### src/verilog/lucp_pkg.sv
package lucp_pkg;
    // Byte offsets of the block's registers
    localparam logic [7:0] LUCP_OFF_MODE      = 8'h00;
    localparam logic [7:0] LUCP_OFF_BAUD      = 8'h20;
    localparam logic [7:0] LUCP_OFF_RXTO      = 8'h24;
    localparam logic [7:0] LUCP_OFF_TXTG      = 8'h28;
    localparam logic [7:0] LUCP_OFF_RATIO     = 8'h40;
    localparam logic [7:0] LUCP_OFF_IRFLT     = 8'h4C;
    localparam logic [7:0] LUCP_OFF_MANCH     = 8'h50;
    localparam logic [7:0] LUCP_OFF_LIN_MODE  = 8'h54;
    localparam logic [7:0] LUCP_OFF_LIN_IDENT = 8'h58;
    localparam logic [7:0] LUCP_OFF_LIN_RATE  = 8'h5C;
    localparam logic [7:0] LUCP_OFF_LIN_CMD   = 8'h60;
    localparam logic [7:0] LUCP_OFF_GUARD_CFG = 8'hE4;
    localparam logic [7:0] LUCP_OFF_GUARD_STS = 8'hE8;
    localparam logic [7:0] LUCP_OFF_REVISION  = 8'hFC;

    // Mode register values for the LIN roles
    localparam logic [3:0] LUCP_MODE_MASTER = 4'hA;
    localparam logic [3:0] LUCP_MODE_SLAVE  = 4'hB;

    // Field positions in the LIN mode register, plus the LIN rate and MANCH registers
    localparam int LUCP_POS_NODE_ACT   = 0;
    localparam int LUCP_POS_PAR_OFF    = 2;
    localparam int LUCP_POS_CHK_OFF    = 3;
    localparam int LUCP_POS_CHK_KIND   = 4;
    localparam int LUCP_POS_LEN_SRC    = 5;
    localparam int LUCP_POS_SLOT_OFF   = 6;
    localparam int LUCP_POS_WAKE_KIND  = 7;
    localparam int LUCP_POS_LEN_FIELD  = 8;
    localparam int LUCP_POS_DMA_WRITES = 16;
    localparam int LUCP_POS_SYNC_OFF   = 17;
    localparam int LUCP_POS_FRAC       = 16;
    localparam int LUCP_POS_TXPL       = 0;

    // Reset values
    localparam logic [31:0] LUCP_RST_LIN_MODE = 32'h0000_0000;
    localparam logic [31:0] LUCP_RST_RATIO    = 32'h0000_0174;
    localparam logic [31:0] LUCP_RST_MANCH    = 32'h3001_1004;
    localparam logic [31:0] LUCP_RST_ZERO     = 32'h0000_0000;

    // Guard key and writable masks of the guarded registers and the LIN mode register
    localparam logic [23:0] LUCP_GUARD_KEY    = 24'h555341;
    localparam logic [31:0] LUCP_MASK_MODE    = 32'hFFFF_FFFF;
    localparam logic [31:0] LUCP_MASK_BAUD    = 32'h0007_FFFF;
    localparam logic [31:0] LUCP_MASK_RXTO    = 32'h0001_FFFF;
    localparam logic [31:0] LUCP_MASK_TXTG    = 32'h0000_00FF;
    localparam logic [31:0] LUCP_MASK_RATIO   = 32'h0000_07FF;
    localparam logic [31:0] LUCP_MASK_IRFLT   = 32'h0000_00FF;
    localparam logic [31:0] LUCP_MASK_MANCH   = 32'h5303_130F;
    localparam logic [31:0] LUCP_MASK_LINMODE = 32'h0003_FFFF;

    // Response handling encodings
    typedef enum logic [1:0] {
        LUCP_ACT_PUBLISH   = 2'h0,
        LUCP_ACT_SUBSCRIBE = 2'h1,
        LUCP_ACT_IGNORE    = 2'h2,
        LUCP_ACT_RESERVED  = 2'h3
    } lucp_act_t;

    // AXI response codes
    localparam logic [1:0] LUCP_RESP_OKAY   = 2'h0;
    localparam logic [1:0] LUCP_RESP_SLVERR = 2'h2;
endpackage

### src/verilog/lucp_top.sv
`timescale 1ns/1ps
// What this block does
// Preamble length zero none, else N bits
// Slave syncs unless sync-off bit set
// DMA writes LIN mode except its select
// Length mode zero: length field plus one
// Length mode one: identifier bits 5:4
// Wake request picks 2.0 or 1.3 signal
// Slot mode runs unless slot-off bit set
// Checksum kind: enhanced or classic
// Checksum off stops send and check
// Parity off stops send and check
// Node action: publish, subscribe, ignore, reserved
// Identifier writable as master, captured as slave
// Sync divider and fraction read back
// Guard enable changes only with right key
// Right key with one on, zero off
// Guard covers seven configuration registers
// Violation flag sticks until status read
// Violation source holds offending offset
// Status read clears flag and source
// Guarded writes ignored while guard on
// Sync result updated on each completion
// Revision register fixed and read-only
module lucp_top
    import lucp_pkg::*;
#(
    parameter logic [31:0] REVISION_CODE = 32'h0000_0101 // Arbitrary value
) (
    input  wire logic        clk,
    input  wire logic        rst_n,
    input  wire logic [7:0]  s_axi_awaddr,
    input  wire logic        s_axi_awvalid,
    output logic             s_axi_awready,
    input  wire logic [31:0] s_axi_wdata,
    input  wire logic [3:0]  s_axi_wstrb,
    input  wire logic        s_axi_wvalid,
    output logic             s_axi_wready,
    output logic [1:0]       s_axi_bresp,
    output logic             s_axi_bvalid,
    input  wire logic        s_axi_bready,
    input  wire logic [7:0]  s_axi_araddr,
    input  wire logic        s_axi_arvalid,
    output logic             s_axi_arready,
    output logic [31:0]      s_axi_rdata,
    output logic [1:0]       s_axi_rresp,
    output logic             s_axi_rvalid,
    input  wire logic        s_axi_rready,
    input  wire logic        dma_wr,
    input  wire logic [31:0] dma_wdata,
    input  wire logic        rx_ident_valid,
    input  wire logic [7:0]  rx_ident,
    input  wire logic        sync_done,
    input  wire logic [15:0] sync_divider_in,
    input  wire logic [2:0]  sync_frac_in,
    output logic [3:0]       op_mode,
    output logic [3:0]       tx_preamble_len,
    output logic             preamble_on,
    output logic [8:0]       resp_len_bytes,
    output logic             sync_run,
    output logic             slot_mode_on,
    output logic             enhanced_checksum,
    output logic             checksum_send,
    output logic             checksum_check,
    output logic             parity_send,
    output logic             parity_check,
    output logic             resp_transmit,
    output logic             resp_receive,
    output logic             wake_pulse,
    output logic             wake_lin13,
    output logic [7:0]       ident_char,
    output logic             guard_on
);

    // Applies byte strobes to an old word
    function automatic logic [31:0] lucp_merge(input logic [31:0] old_v,
                                                input logic [31:0] new_v,
                                                input logic [3:0]  strb);
        logic [31:0] res;
        res = old_v;
        for (int i = 0; i < 4; i++) begin
            if (strb[i]) begin
                res[8*i +: 8] = new_v[8*i +: 8];
            end
        end
        return res;
    endfunction

    // Register storage
    logic [31:0] mode_r, baud_r, rxto_r, txtg_r, ratio_r, irflt_r, manch_r;
    logic [31:0] lin_mode_r;
    logic [7:0]  ident_r;
    logic [15:0] sync_div_r;
    logic [2:0]  sync_frac_r;
    logic        guard_on_r;
    logic        viol_r;
    logic [15:0] viol_src_r;
    logic        wake_r;
    logic        bvalid_r, rvalid_r;
    logic [1:0]  bresp_r, rresp_r;
    logic [31:0] rdata_r;
    logic [7:0]  awaddr_r;
    logic        aw_held_r;
    logic [31:0] wdata_r;
    logic [3:0]  wstrb_r;
    logic        w_held_r;

    // Write channel capture: address and data taken in either order
    assign s_axi_awready = !aw_held_r && !bvalid_r;
    assign s_axi_wready  = !w_held_r && !bvalid_r;
    wire         aw_take   = s_axi_awvalid && s_axi_awready;
    wire         w_take    = s_axi_wvalid && s_axi_wready;
    wire         aw_have   = aw_held_r || aw_take;
    wire         w_have    = w_held_r || w_take;
    wire         wr_fire   = aw_have && w_have;
    wire [7:0]   wr_addr   = aw_held_r ? awaddr_r : s_axi_awaddr;
    wire [31:0]  wr_data   = w_held_r ? wdata_r : s_axi_wdata;
    wire [3:0]   wr_strb   = w_held_r ? wstrb_r : s_axi_wstrb;

    // Write decode
    wire sel_mode   = wr_addr == LUCP_OFF_MODE;
    wire sel_baud   = wr_addr == LUCP_OFF_BAUD;
    wire sel_rxto   = wr_addr == LUCP_OFF_RXTO;
    wire sel_txtg   = wr_addr == LUCP_OFF_TXTG;
    wire sel_ratio  = wr_addr == LUCP_OFF_RATIO;
    wire sel_irflt  = wr_addr == LUCP_OFF_IRFLT;
    wire sel_manch  = wr_addr == LUCP_OFF_MANCH;
    wire sel_linm   = wr_addr == LUCP_OFF_LIN_MODE;
    wire sel_ident  = wr_addr == LUCP_OFF_LIN_IDENT;
    wire sel_cmd    = wr_addr == LUCP_OFF_LIN_CMD;
    wire sel_gcfg   = wr_addr == LUCP_OFF_GUARD_CFG;
    wire sel_known  = sel_mode | sel_baud | sel_rxto | sel_txtg | sel_ratio | sel_irflt
                    | sel_manch | sel_linm | sel_ident | sel_cmd | sel_gcfg
                    | (wr_addr == LUCP_OFF_LIN_RATE) | (wr_addr == LUCP_OFF_GUARD_STS)
                    | (wr_addr == LUCP_OFF_REVISION);
    wire sel_guarded = sel_mode | sel_baud | sel_rxto | sel_txtg
                     | sel_ratio | sel_irflt | sel_manch;
    wire guard_block = wr_fire && sel_guarded && guard_on_r;
    wire guard_wr    = wr_fire && !guard_on_r;
    wire gcfg_full   = wr_strb == 4'hF;
    wire key_ok      = wr_data[31:8] == LUCP_GUARD_KEY;

    // Read decode
    wire         ar_take   = s_axi_arvalid && s_axi_arready;
    assign s_axi_arready = !rvalid_r;
    wire         rd_sts    = ar_take && (s_axi_araddr == LUCP_OFF_GUARD_STS);
    logic [31:0] rd_word;
    logic        rd_known;
    always_comb begin
        rd_known = 1'b1;
        unique case (s_axi_araddr)
            LUCP_OFF_MODE:      rd_word = mode_r;
            LUCP_OFF_BAUD:      rd_word = baud_r;
            LUCP_OFF_RXTO:      rd_word = rxto_r;
            LUCP_OFF_TXTG:      rd_word = txtg_r;
            LUCP_OFF_RATIO:     rd_word = ratio_r;
            LUCP_OFF_IRFLT:     rd_word = irflt_r;
            LUCP_OFF_MANCH:     rd_word = manch_r;
            LUCP_OFF_LIN_MODE:  rd_word = lin_mode_r;
            LUCP_OFF_LIN_IDENT: rd_word = {24'h0, ident_r};
            LUCP_OFF_LIN_RATE:  rd_word = {13'h0, sync_frac_r, sync_div_r};
            LUCP_OFF_LIN_CMD:   rd_word = LUCP_RST_ZERO;
            LUCP_OFF_GUARD_CFG: rd_word = {31'h0, guard_on_r};
            LUCP_OFF_GUARD_STS: rd_word = {8'h0, viol_src_r, 7'h0, viol_r};
            LUCP_OFF_REVISION:  rd_word = REVISION_CODE;
            default: begin
                rd_word  = LUCP_RST_ZERO;
                rd_known = 1'b0;
            end
        endcase
    end

    // Bus handshake state
    always_ff @(posedge clk or negedge rst_n) begin
        if (!rst_n) begin
            aw_held_r <= 1'b0;
            w_held_r  <= 1'b0;
            awaddr_r  <= 8'h00;
            wdata_r   <= LUCP_RST_ZERO;
            wstrb_r   <= 4'h0;
            bvalid_r  <= 1'b0;
            bresp_r   <= LUCP_RESP_OKAY;
        end else begin
            if (wr_fire) begin
                aw_held_r <= 1'b0;
                w_held_r  <= 1'b0;
                bvalid_r  <= 1'b1;
                bresp_r   <= sel_known ? LUCP_RESP_OKAY : LUCP_RESP_SLVERR;
            end else begin
                if (aw_take) begin
                    aw_held_r <= 1'b1;
                    awaddr_r  <= s_axi_awaddr;
                end
                if (w_take) begin
                    w_held_r <= 1'b1;
                    wdata_r  <= s_axi_wdata;
                    wstrb_r  <= s_axi_wstrb;
                end
                if (s_axi_bready) begin
                    bvalid_r <= 1'b0;
                end
            end
        end
    end

    // Read answer, one cycle after the address is taken
    always_ff @(posedge clk or negedge rst_n) begin
        if (!rst_n) begin
            rvalid_r <= 1'b0;
            rdata_r  <= LUCP_RST_ZERO;
            rresp_r  <= LUCP_RESP_OKAY;
        end else if (ar_take) begin
            rvalid_r <= 1'b1;
            rdata_r  <= rd_word;
            rresp_r  <= rd_known ? LUCP_RESP_OKAY : LUCP_RESP_SLVERR;
        end else if (s_axi_rready) begin
            rvalid_r <= 1'b0;
        end
    end

    // Guarded configuration registers; a blocked write leaves them intact
    always_ff @(posedge clk or negedge rst_n) begin
        if (!rst_n) begin
            mode_r  <= LUCP_RST_ZERO;
            baud_r  <= LUCP_RST_ZERO;
            rxto_r  <= LUCP_RST_ZERO;
            txtg_r  <= LUCP_RST_ZERO;
            ratio_r <= LUCP_RST_RATIO;
            irflt_r <= LUCP_RST_ZERO;
            manch_r <= LUCP_RST_MANCH;
        end else if (guard_wr) begin
            if (sel_mode)  mode_r  <= lucp_merge(mode_r, wr_data, wr_strb) & LUCP_MASK_MODE;
            if (sel_baud)  baud_r  <= lucp_merge(baud_r, wr_data, wr_strb) & LUCP_MASK_BAUD;
            if (sel_rxto)  rxto_r  <= lucp_merge(rxto_r, wr_data, wr_strb) & LUCP_MASK_RXTO;
            if (sel_txtg)  txtg_r  <= lucp_merge(txtg_r, wr_data, wr_strb) & LUCP_MASK_TXTG;
            if (sel_ratio) ratio_r <= lucp_merge(ratio_r, wr_data, wr_strb) & LUCP_MASK_RATIO;
            if (sel_irflt) irflt_r <= lucp_merge(irflt_r, wr_data, wr_strb) & LUCP_MASK_IRFLT;
            if (sel_manch) manch_r <= lucp_merge(manch_r, wr_data, wr_strb) & LUCP_MASK_MANCH;
        end
    end

    // LIN mode register: bus writes win over a DMA write in the same cycle
    wire         dma_ok     = dma_wr && lin_mode_r[LUCP_POS_DMA_WRITES];
    wire [31:0]  dma_merged = {lin_mode_r[31:17], lin_mode_r[LUCP_POS_DMA_WRITES],
                               dma_wdata[15:0]};
    always_ff @(posedge clk or negedge rst_n) begin
        if (!rst_n) begin
            lin_mode_r <= LUCP_RST_LIN_MODE;
        end else if (wr_fire && sel_linm) begin
            lin_mode_r <= lucp_merge(lin_mode_r, wr_data, wr_strb) & LUCP_MASK_LINMODE;
        end else if (dma_ok) begin
            lin_mode_r <= {14'h0, dma_wdata[LUCP_POS_SYNC_OFF], dma_merged[16:0]};
        end
    end

    // Identifier: software as master, received character as slave
    wire is_master = mode_r[3:0] == LUCP_MODE_MASTER;
    wire is_slave  = mode_r[3:0] == LUCP_MODE_SLAVE;
    always_ff @(posedge clk or negedge rst_n) begin
        if (!rst_n) begin
            ident_r <= 8'h00;
        end else if (is_slave && rx_ident_valid) begin
            ident_r <= rx_ident;
        end else if (is_master && wr_fire && sel_ident && wr_strb[0]) begin
            ident_r <= wr_data[7:0];
        end
    end

    // Sync result holds until the next completed sync
    always_ff @(posedge clk or negedge rst_n) begin
        if (!rst_n) begin
            sync_div_r  <= 16'h0000;
            sync_frac_r <= 3'h0;
        end else if (sync_done) begin
            sync_div_r  <= sync_divider_in;
            sync_frac_r <= sync_frac_in;
        end
    end

    // Guard enable only moves on a keyed full-word write
    always_ff @(posedge clk or negedge rst_n) begin
        if (!rst_n) begin
            guard_on_r <= 1'b0;
        end else if (wr_fire && sel_gcfg && gcfg_full && key_ok) begin
            guard_on_r <= wr_data[0];
        end
    end

    // Violation status; a new violation wins over the clearing read
    always_ff @(posedge clk or negedge rst_n) begin
        if (!rst_n) begin
            viol_r     <= 1'b0;
            viol_src_r <= 16'h0000;
        end else if (guard_block) begin
            viol_r     <= 1'b1;
            viol_src_r <= {8'h00, wr_addr};
        end else if (rd_sts) begin
            viol_r     <= 1'b0;
            viol_src_r <= 16'h0000;
        end
    end

    // Wake request: one-cycle pulse from a self-clearing command bit
    always_ff @(posedge clk or negedge rst_n) begin
        if (!rst_n) begin
            wake_r <= 1'b0;
        end else begin
            wake_r <= wr_fire && sel_cmd && wr_strb[0] && wr_data[0];
        end
    end

    // Fields driven to the frame engine
    wire [1:0] act_field = lin_mode_r[LUCP_POS_NODE_ACT +: 2];
    wire       len_src   = lin_mode_r[LUCP_POS_LEN_SRC];
    wire [8:0] len_reg   = {1'b0, lin_mode_r[LUCP_POS_LEN_FIELD +: 8]} + 9'd1;
    // Identifier bits 5:4 give 2, 2, 4 or 8 bytes
    logic [8:0] len_id;
    always_comb begin
        unique case (ident_r[5:4])
            2'h0, 2'h1: len_id = 9'd2;
            2'h2:       len_id = 9'd4;
            2'h3:       len_id = 9'd8;
        endcase
    end

    assign op_mode           = mode_r[3:0];
    assign tx_preamble_len   = manch_r[LUCP_POS_TXPL +: 4];
    assign preamble_on       = tx_preamble_len != 4'h0;
    assign resp_len_bytes    = len_src ? len_id : len_reg;
    assign sync_run          = is_slave && !lin_mode_r[LUCP_POS_SYNC_OFF];
    assign slot_mode_on      = !lin_mode_r[LUCP_POS_SLOT_OFF];
    assign enhanced_checksum = !lin_mode_r[LUCP_POS_CHK_KIND];
    assign checksum_send     = is_master && !lin_mode_r[LUCP_POS_CHK_OFF];
    assign checksum_check    = is_slave && !lin_mode_r[LUCP_POS_CHK_OFF];
    assign parity_send       = is_master && !lin_mode_r[LUCP_POS_PAR_OFF];
    assign parity_check      = (is_master || is_slave) && !lin_mode_r[LUCP_POS_PAR_OFF];
    assign resp_transmit     = act_field == LUCP_ACT_PUBLISH;
    assign resp_receive      = act_field == LUCP_ACT_SUBSCRIBE;
    assign wake_pulse        = wake_r;
    assign wake_lin13        = lin_mode_r[LUCP_POS_WAKE_KIND];
    assign ident_char        = ident_r;
    assign guard_on          = guard_on_r;

    // Bus outputs
    assign s_axi_bvalid = bvalid_r;
    assign s_axi_bresp  = bresp_r;
    assign s_axi_rvalid = rvalid_r;
    assign s_axi_rdata  = rdata_r;
    assign s_axi_rresp  = rresp_r;

endmodule
### config.mk
export PLATFORM = sky130hd
export DESIGN_NAME = lucp_top
export DESIGN_NICKNAME = d
export VERILOG_FILES = /design/src/verilog/lucp_pkg.sv /design/src/verilog/lucp_top.sv
export SDC_FILE = /design/constraint.sdc
export NUM_CORES = 1
export LEC_CHECK = 0
export BUFFER_PORTS_ARGS = -buffer_cell sky130_fd_sc_hd__buf_2
export CORE_AREA = 2 2 158 160
export DETAILED_ROUTE_END_ITERATION = 10
export DIE_AREA = 0 0 160 162
export GPL_TIMING_DRIVEN = 0
export PLACE_DENSITY_LB_ADDON = 0.08
export SLEW_MARGIN = 20
export SYNTH_ARGS = -nofsm -noshare
export SYNTH_HDL_FRONTEND = slang
export SYNTH_SLANG_ARGS = --single-unit
### constraint.sdc
create_clock -name clk -period 3.7 [get_ports clk]
set_input_delay 0.185 -clock clk [delete_from_list [all_inputs] [get_ports clk]]
set_output_delay 0.185 -clock clk [all_outputs]
set_load 0.05 [all_outputs]
-- Word level (Yosys, flattened, before mapping)
Cells that the tools add are included.
- add/subtract/negate cells: 1
- multipliers: 0
- div/mod/pow operators: 0
- order comparisons: 0
- equal/unequal tests: 37
- shift-type cells: 0
- mux-type cells: 28
- bitwise logic cells: 14
- reductions and logical operators: 79
- operators with widths (operator ; count):
    $pmux W32 S13 ; 1
    $eq A8 B7 Y1 const B ; 14
    $mux W32 ; 3
    $reduce_and A3 Y1 ; 18
    $eq A8 B6 Y1 const B ; 6
    $eq A8 B8 Y1 const B ; 6
    $mux W8 ; 5
    $mux W16 ; 2
    $logic_and A1 B1 Y1 ; 27
    $pmux W9 S3 ; 1
    $eq A24 B23 Y1 const B ; 1
    $logic_not A8 Y1 ; 2
    $reduce_and A2 Y1 ; 7
    $reduce_bool A2 Y1 ; 7
    $reduce_or A14 Y1 ; 1
    $or A1 B1 Y1 ; 13
    $eq A4 B4 Y1 const B ; 3
    $mux W1 ; 11
    $logic_not A1 Y1 ; 10
    $add A8 B1 Y9 const B ; 1
    $mux W9 ; 1
    $mux W2 ; 3
    $ne A2 B2 Y1 const B ; 3
    $eq A2 B1 Y1 const B ; 2
    7 further kinds ; 11
- flip-flop bits (word level): 271
- bits in latches: 0
- memory bits (writable): 0
- memory bits (read-only): 0
- input bits: 121
- output and inout bits: 79
- word-level logic and storage cells: 200
- memories: 0

-- Longest topological paths before layout
Gate-level depths: netlist (run 1).
- depth after elaboration: 16
- depth in mapped cells: 10
- gate-level depth less buffers: 6

-- Worst setup path before layout (run 1)
Ideal clock, no wire load.
- path kind: register -> register
- start: reg bvalid_r (netlist: s_axi_bvalid)
- end: reg lin_mode_r[14]
- setup time: 125 ps
- data arrival time: 2385 ps
- required time: 3575 ps
- slack: 1190 ps
- cell stages (with the launch flop): 9
- path buffers: 3
- cell sequence: dfrtp_1 -> nor2b_1 -> o22ai_1 -> clkbuf_1 -> or3_1 -> buf_4 -> mux2i_1 -> buf_4 -> mux2_2
- longest elaborated chain between the ends: 8
- ends and longest elaborated chain (element ; line ; source):
    start: declaration ; lucp_top.sv:99 ; logic bvalid_r, rvalid_r;
    start signal: assignment ; lucp_top.sv:181 ; bvalid_r <= 1'b0;
    start signal: assignment ; lucp_top.sv:187 ; bvalid_r <= 1'b1;
    start signal: assignment ; lucp_top.sv:200 ; bvalid_r <= 1'b0;
    $logic_not A1 Y1 * ; lucp_top.sv:109, lucp_top.sv:110 ;
    $logic_and A1 B1 Y1 (on tied branches) ; lucp_top.sv:109, lucp_top.sv:110 ;
    $logic_and A1 B1 Y1 (on tied branches) ; lucp_top.sv:111, lucp_top.sv:112 ;
    $logic_or A1 B1 Y1 (on tied branches) ; lucp_top.sv:113, lucp_top.sv:114 ;
    $logic_and A1 B1 Y1 * ; lucp_top.sv:115 ; wire wr_fire = aw_have && w_have;
    $logic_and A1 B1 Y1 * ; lucp_top.sv:249 ; end else if (wr_fire && sel_linm) begin
    $ne A2 B2 Y1 (no line) or $reduce_bool A2 Y1 (tied branches) ; -- ;
    $reduce_and A2 Y1 (no line) ; -- ;
    end signal: assignment ; lucp_top.sv:250 ; lin_mode_r <= lucp_merge(lin_mode_r, wr_data, wr_strb) & LUCP_MASK_LINMODE;
    end signal: assignment ; lucp_top.sv:252 ; lin_mode_r <= {14'h0, dma_wdata[LUCP_POS_SYNC_OFF], dma_merged[16:0]};
    end: declaration ; lucp_top.sv:91 ; logic [31:0] lin_mode_r;
Mark *: on every way between the ends. The rest lies on a longest branch, timed or not.
A chain may end at the register's enable or synchronous reset.

-- Worst setup path after layout (run 1)
- start: reg aw_held_r
- end: reg lin_mode_r[13]
- longest elaborated chain between the ends: 8
- ends and longest elaborated chain (element ; line ; source):
    start: declaration ; lucp_top.sv:103 ; logic aw_held_r;
    start signal: assignment ; lucp_top.sv:176 ; aw_held_r <= 1'b0;
    start signal: assignment ; lucp_top.sv:185 ; aw_held_r <= 1'b0;
    start signal: assignment ; lucp_top.sv:191 ; aw_held_r <= 1'b1;
    branches (longest 5 deep; another with $mux W8) ; -- ;
    $logic_and A1 B1 Y1 * ; lucp_top.sv:249 ;
    $ne A2 B2 Y1 (no line) or $reduce_bool A2 Y1 (tied branches) ; -- ;
    $reduce_and A2 Y1 (no line) ; -- ;
Mark *: on every way between the ends.

==> out/qor.yml, run 1 <==
status: "completed"
timing.final.crit_share: 0.8091
whs_path_depth: 4
drt_iter0_drc: 993
ys.flop_type: "dfrtp_1"
syn_inst: 1166
cpPeakStageDelay_ns: 0.48
area_delta_synth_final_pct: 27.37
firstDrtPassIters: 6
ios: 200
cts_max_path_buffers: 3
synthMuxAreaShare: 0.1378
grt_max_degree: 96
internal-power_w: 0.006073
initial_utilization: 0.4981
power_w: 0.009419
hold_viol_final: 0
vias: 10410
grt_pass1_wl_mm: 58.83
crit_family: "buffers and inverters"
synthTopCellsByArea: "dfrtp_1 49%, mux2_2 8.4%, a21oi_1 5.0%"
final_max_slew_viol_count: 0
clock-root-buffer: "clkbuf_16"
holdPathEnd: "lin_mode_r[13]"
crit_path_max_fanout: 10
synthAdderAreaFrac: 0.001042
synth-compound-area-share: 0.1442
crit_slowest_cell: "clkbuf_1"
r2r_end: "lin_mode_r[13]"
cts_made_buffers: 29
r2r_start: "aw_held_r"
synth_top_family_by_area: "simple AND/OR/NAND/NOR gates"
cp-end-kind: "register"
critical_path.cell_chain: "buf_6, buf_6, o22ai_1, clkbuf_1, or3_1, buf_4, mux2i_1, buf_4, mux2_1"
port-buffer-count: 181
reg2reg_setup_slack_ns: 0.71
totalWireLength_mm: 38.23
async_flop_share: 1.000
maxCapViolations: 0
synth_common_cells: "237 x dfrtp_1, 145 x nor2_1, 119 x a21oi_1"
synth_simple_gate_area_share: 0.1553
grt_pass1_vias: 10260
n_antenna_cell: 0
overflow: 0
fp.dieH_microns: 162
yosysMostFrequentCell: "dfrtp_1"
synth_edf_count: 0
power_frac_comb: 0.291
synth_top_area_frac: 0.4940
antenna_left: 0
worstPathArrival_ns: 3.40
cts_sinks: 247
cts_setup_buffers: 0
synth_top_area_cell: "dfrtp_1"
syn_area_sq_um: 12010
min_period_ns: 2.994
cts_tree: "built"
path_clk_slew_ns: 0.06
worstMarginPinSlew_ns: 1.230
routedWlPerCell_microns: 21.04
ys_ff_latch: 247
synth_xor_area_frac: 0.006565
switching_share: 0.3552
p_switching_w: 0.003346
gp_congestion: 0.9227
track_usage: 0.2944
clock_latency_ns: 0.54
drive_gt1_frac: 0.2686
nets: 1593
max_freq_ghz: 0.3341
cp.buffers_inverters: 5
die_w_microns: 160
avgSynthCellArea_sq_um: 10.30
yosysUniqueCellTypes: 80
skew_ns: 0.008617
path_class: "register to register"
critPathLaunchType: "register"
relSlewSlack: 0.1563
vdd_drop_max_v: 0.0004892
reg2reg_depth: 9
row_count: 57
antenna_found_initial: 0
drcViolationCount: 0
hp-start: "dma_wdata[13]"
hpwlAfterDp_mm: 27.67
core_sq_um: 24110
yosys_warnings: 0
whs_ns: 0.04320
finalSetupViolations: 0
clkPwrFrac: 0.308
pwr-share-seq: 0.402
required_ns: 4.11
routed_via_density: 5.731
hp-class: "input port to register"
fp.dieArea_sq_um: 25920
synth-seq-area-share: 0.5158
htreeDepth: 1
rsz0062_at_grt: "false"
leakage_nw: 7.016
fill_cells: 2060
p_per_area_nw_per_um2: 615.9
-- tightest hold or removal path, cell delays in order --
cell and delay [ns]:
buf_2 0.08, nand2_1 0.05, o21ai_0 0.08, mux2_1 0.14
-- cells in the final DEF (no fill, tap or decap), drive strengths merged, types with 6 or more instances in the layout --
master / instances
nand3: 15
o21ai: 59
nor2: 147
and2: 6
or3: 8
o22ai: 12
nor3: 21
a21oi: 119
nand2b: 6
nor2b: 12
buf: 228
dfrtp: 237
inv: 23
clkbuf: 71
mux2i: 59
a222oi: 11
mux2: 93
and3: 12
a22oi: 34
nor3b: 7
dlygate4sd3: 90
or4: 6
clkinv: 10
dfstp: 10
nand2: 100
nor4: 11
a22o: 10
-- layout make-up --
| class | count | area (sq um) | share of cell area |
|---|---|---|---|
| multi-input combinational | 821 | 5381 | 0.3519 |
| inverter | 22 | 82.58 | 0.005400 |
| buffer | 77 | 385.4 | 0.02520 |
| tap | 324 | 405.4 | 0.02651 |
| clock buffer | 39 | 823.3 | 0.05384 |
| clock inverter | 14 | 148.9 | 0.009737 |
| sequential | 247 | 6193 | 0.4050 |
| timing repair buffer | 273 | 1872 | 0.1224 |
-- power groups by stage --
| stage | Clock [W] | Sequential, W | Combinational (W) |
|---|---|---|---|
| final | 0.00290 | 0.00378 | 0.00274 |
| after global routing | 0.00305 | 0.00385 | 0.00294 |
| after CTS | 0.00293 | 0.00377 | 0.00273 |
| after detailed placement | 0 | 0.00381 | 0.00265 |
| after global placement | 0 | 0.00378 | 0.00259 |
| after floorplan | 0 | 0.00372 | 0.00185 |
-- cells by family (layout without fill, tap and decap cells) --
| kind of cell | after synthesis | in the layout |
|---|---|---|
| AO/OA/AOI/OAI | 279 | 279 |
| XOR/XNOR | 9 | 9 |
| adder cells (fa/ha/maj) | 1 | 1 |
| buffers and inverters | 99 | 425 |
| flip-flops | 247 | 247 |
| multiplexers | 152 | 152 |
| other | 1 | 2 |
| AND/OR/NAND/NOR | 378 | 378 |
-- flip-flops by register name (all words and copies together), names as in the netlist, 3 cells and up --
signal / flops
irflt_r: 8
baud_r: 19
manch_r: 14
wstrb_r: 4
rxto_r: 17
ident_char: 8
awaddr_r: 8
lin_mode_r: 18
txtg_r: 8
s_axi_rdata: 32
mode_r: 32
viol_src_r: 8
wdata_r: 32
sync_frac_r: 3
sync_div_r: 16
ratio_r: 11
-- per-stage QoR --
stage,TNS (ns),area (sq um),setup WS [ns],utilization,std cells
after floorplan,0,12010,1.190,-,1167
after global placement,-504.09,13320,-2.137,0.5526,1672
after detailed placement,0,13420,0.5134,0.5565,1674
after CTS,0,15290,0.7184,0.6342,1817
after global routing,0,15290,0.5215,0.6344,1817
final,0,15290,0.7064,0.6344,1817
-- how the worst max path moves through the flow --
stage,end,start,cells after the start,slack [ns]
3_3_place_gp,sync_div_r[13],rst_n,1,-2.14
3_5_place_dp,s_axi_rdata[29],s_axi_araddr[4],9,0.51
6_report,lin_mode_r[13],aw_held_r,9,0.71
5_1_grt,ident_char[7],w_held_r,6,0.52
2_1_floorplan,lin_mode_r[14],s_axi_bvalid,8,1.19
4_1_cts,lin_mode_r[13],aw_held_r,9,0.72
-- layer usage --
layer | global-route usage | wire [microns]
met1 | 0.4046 | 16480
met2 | 0.4896 | 18060
met5 | 0 | 0
met4 | 0.09705 | 1247
met3 | 0.03677 | 2445
-- timing repair --
item,in CTS,in global routing
hold buffers,90,0
resized for setup,0,0
endpoints found under the hold margin,159,0
No activity file was read; power rests on OpenSTA's default activity.
==> run 2, diff against run 1 <==
==> constraint.sdc (replaced) <==
create_clock -name clk -period 2.57 [get_ports clk]
set_input_delay 0.1285 -clock clk [delete_from_list [all_inputs] [get_ports clk]]
set_output_delay 0.1285 -clock clk [all_outputs]
set_load 0.05 [all_outputs]
==> run 2 against run 1 <==
Net effect: cell area is 1.6% higher; power is 46% higher; hold slack better by 0.038 ns; first-iteration DRC count is 13% lower; flip-flop and latch count stayed put; critical path type unchanged; clock skew is 0.0033 ns higher; largest cell class unchanged.
==> out/qor.yml, run 2 (synthesis gave the netlist of run 1 again) <==
layout_common_cells: "237 x dfrtp_1, 203 x buf_2, 145 x nor2_1"
totalWireLength_mm: 38.13  # -0.26%
power_w: 0.01372  # +46%
cp.buffers_inverters: 4  # -1
htreeDepth: 1  # unchanged
crit_family: "buffers and inverters"
clock-root-buffer: "clkbuf_16"
skew_ns: 0.01189  # +0.003273 ns
cts_sinks: 247  # unchanged
whs_ns: 0.08137  # +0.03817 ns
relSlewSlack: 0.1613  # +0.004941
firstDrtPassIters: 6  # unchanged
drcViolationCount: 0  # unchanged
p_per_area_nw_per_um2: 882.8  # +43%
post-place-ws_ns: -0.5601  # -1.074 ns
track_usage: 0.2951  # +0.0007693
drt_iter0_drc: 864  # -13%
routed_via_density: 5.711  # -0.35%
crit_path_max_fanout: 10  # unchanged
port-buffer-count: 181  # unchanged
r2r_end: "lin_mode_r[13]"
crit_end: "lin_mode_r[13]"
required_ns: 2.98  # -1.13 ns
routedWlPerCell_microns: 20.91  # -0.65%
cp_num_cells: 9  # unchanged
timing.final.crit_share: 0.9928  # +0.1837
critical_path.cell_chain: "buf_6, buf_8, nor3b_1, o22ai_2, or3_1, buf_4, mux2i_4, buf_6, mux2_1"
cp-end-kind: "register"
antenna_left: 0  # unchanged
status: "completed"
initial_utilization: 0.4981  # unchanged
r2r_start: "aw_held_r"
final_max_slew_viol_count: 0  # unchanged
hp-class: "input port to register"
critPathLaunchType: "register"
row_count: 57  # unchanged
cts_tree: "built"
leakage_nw: 7.128  # +1.6%
vias: 10420  # +0.038%
worstMarginPinSlew_ns: 1.223  # -0.007205 ns
max_freq_ghz: 0.3919  # +17%
crit_slowest_cell: "dfrtp_1"
cts_made_buffers: 29  # unchanged
finalSetupViolations: 0  # unchanged
gp_congestion: 0.9227  # unchanged
hold_viol_final: 0  # unchanged
grt_pass1_vias: 10260  # +0.058%
tns_ns: 0  # unchanged
path_class: "register to register"
path_clk_slew_ns: 0.06  # about the same
ios: 200  # unchanged
grt_pass1_wl_mm: 58.98  # +0.26%
area_delta_synth_final_pct: 29.46
core_sq_um: 24110  # unchanged
antenna_found_initial: 0  # unchanged
reg2reg_setup_slack_ns: 0.02  # -0.69 ns
grt_max_degree: 96  # unchanged
cts_max_path_buffers: 3  # unchanged
worstPathArrival_ns: 2.96  # -0.44 ns
fp.dieH_microns: 162  # unchanged
drive_gt1_frac: 0.2873  # +0.01875
rsz0062_at_grt: "true"
vdd_drop_max_v: 0.0006437  # +32%
multi_input_area_sq_um: 5513  # +2.4%
regArea_sq_um: 6193  # unchanged
min_period_ns: 2.551  # -0.4422 ns
fill_cells: 2023  # -1.8%
n_antenna_cell: 0  # unchanged
crit_top_cell: "buf_6"
clock_latency_ns: 0.54  # about the same
nets: 1600  # +0.44%
final_common_cell: "dfrtp_1"
overflow: 0  # unchanged
maxCapViolations: 0  # unchanged
worstSetupStartpoint: "aw_held_r"
die_w_microns: 160  # unchanged
worst_slack_ns: 0.01862  # -0.6878 ns
reg2reg_depth: 9  # unchanged
hpwlAfterDp_mm: 27.67  # unchanged
fp.dieArea_sq_um: 25920  # unchanged
cpPeakStageDelay_ns: 0.40  # -0.08 ns
## run 2: how the worst min path moves through the flow
stage | startpoint | to | cells past startpoint
2_1_floorplan | rst_n | aw_held_r | 0
3_5_place_dp | rst_n | s_axi_rdata[26] | 1
6_report | s_axi_awvalid | aw_held_r | 4
4_1_cts | s_axi_awvalid | aw_held_r | 4
3_3_place_gp | s_axi_bready | s_axi_bvalid | 2
5_1_grt | s_axi_awvalid | aw_held_r | 4
## run 2: metal layers
layer  vias to the layer above  global-route usage  wire, microns  share of wire
li1                       4834                   -              -              -
met2                       385              0.4892          18090           0.47
met3                        78             0.03601           2271          0.060
met5                         -                   0              0              0
met4                         0             0.09951           1253          0.033
met1                      5120              0.4069          16520           0.43
## run 2: what timing repair did
action,CTS,global route
pin swaps,3,3
gates resized for setup,27,21
setup buffers,3,5
hold buffers,92,0
endpoints found under the setup margin,98,116
gates cloned,0,0
hold endpoints to repair,173,0
## run 2: cell type report
class,instances,share of cell area
flip-flops and latches,247,0.3985
multi-input cells,821,0.3547
plain buffers,74,0.02656
well taps,324,0.02608
repair buffers,283,0.1264
inverters,22,0.005313
clock buffers,39,0.05297
clock inverters,14,0.009579
## run 2: worst reg2reg max path, cell delays in order (launching register included)
cell	delay [ns]
dfrtp_1	0.40
buf_6	0.16
buf_8	0.15
nor3b_1	0.24
o22ai_2	0.17
or3_1	0.37
buf_4	0.21
mux2i_4	0.22
buf_6	0.17
mux2_1	0.33
## run 2: metrics by stage
step / cell area [sq um] / utilization / cells
final: 15540 / 0.6448 / 1824
after global routing: 15540 / 0.6448 / 1824
after CTS: 15460 / 0.6412 / 1822
after detailed placement: 13420 / 0.5565 / 1674
after global placement: 13320 / 0.5526 / 1672
after floorplan: 12010 / - / 1167
## run 2: power breakdown
| group | internal [W] | switching, W | total [W] |
|---|---|---|---|
| combinational | 0.00155 | 0.00254 | 0.00409 |
| clock | 0.00254 | 0.00163 | 0.00416 |
| sequential | 0.00475 | 0.000713 | 0.00547 |
| total | 0.00884 | 0.00488 | 0.0137 |
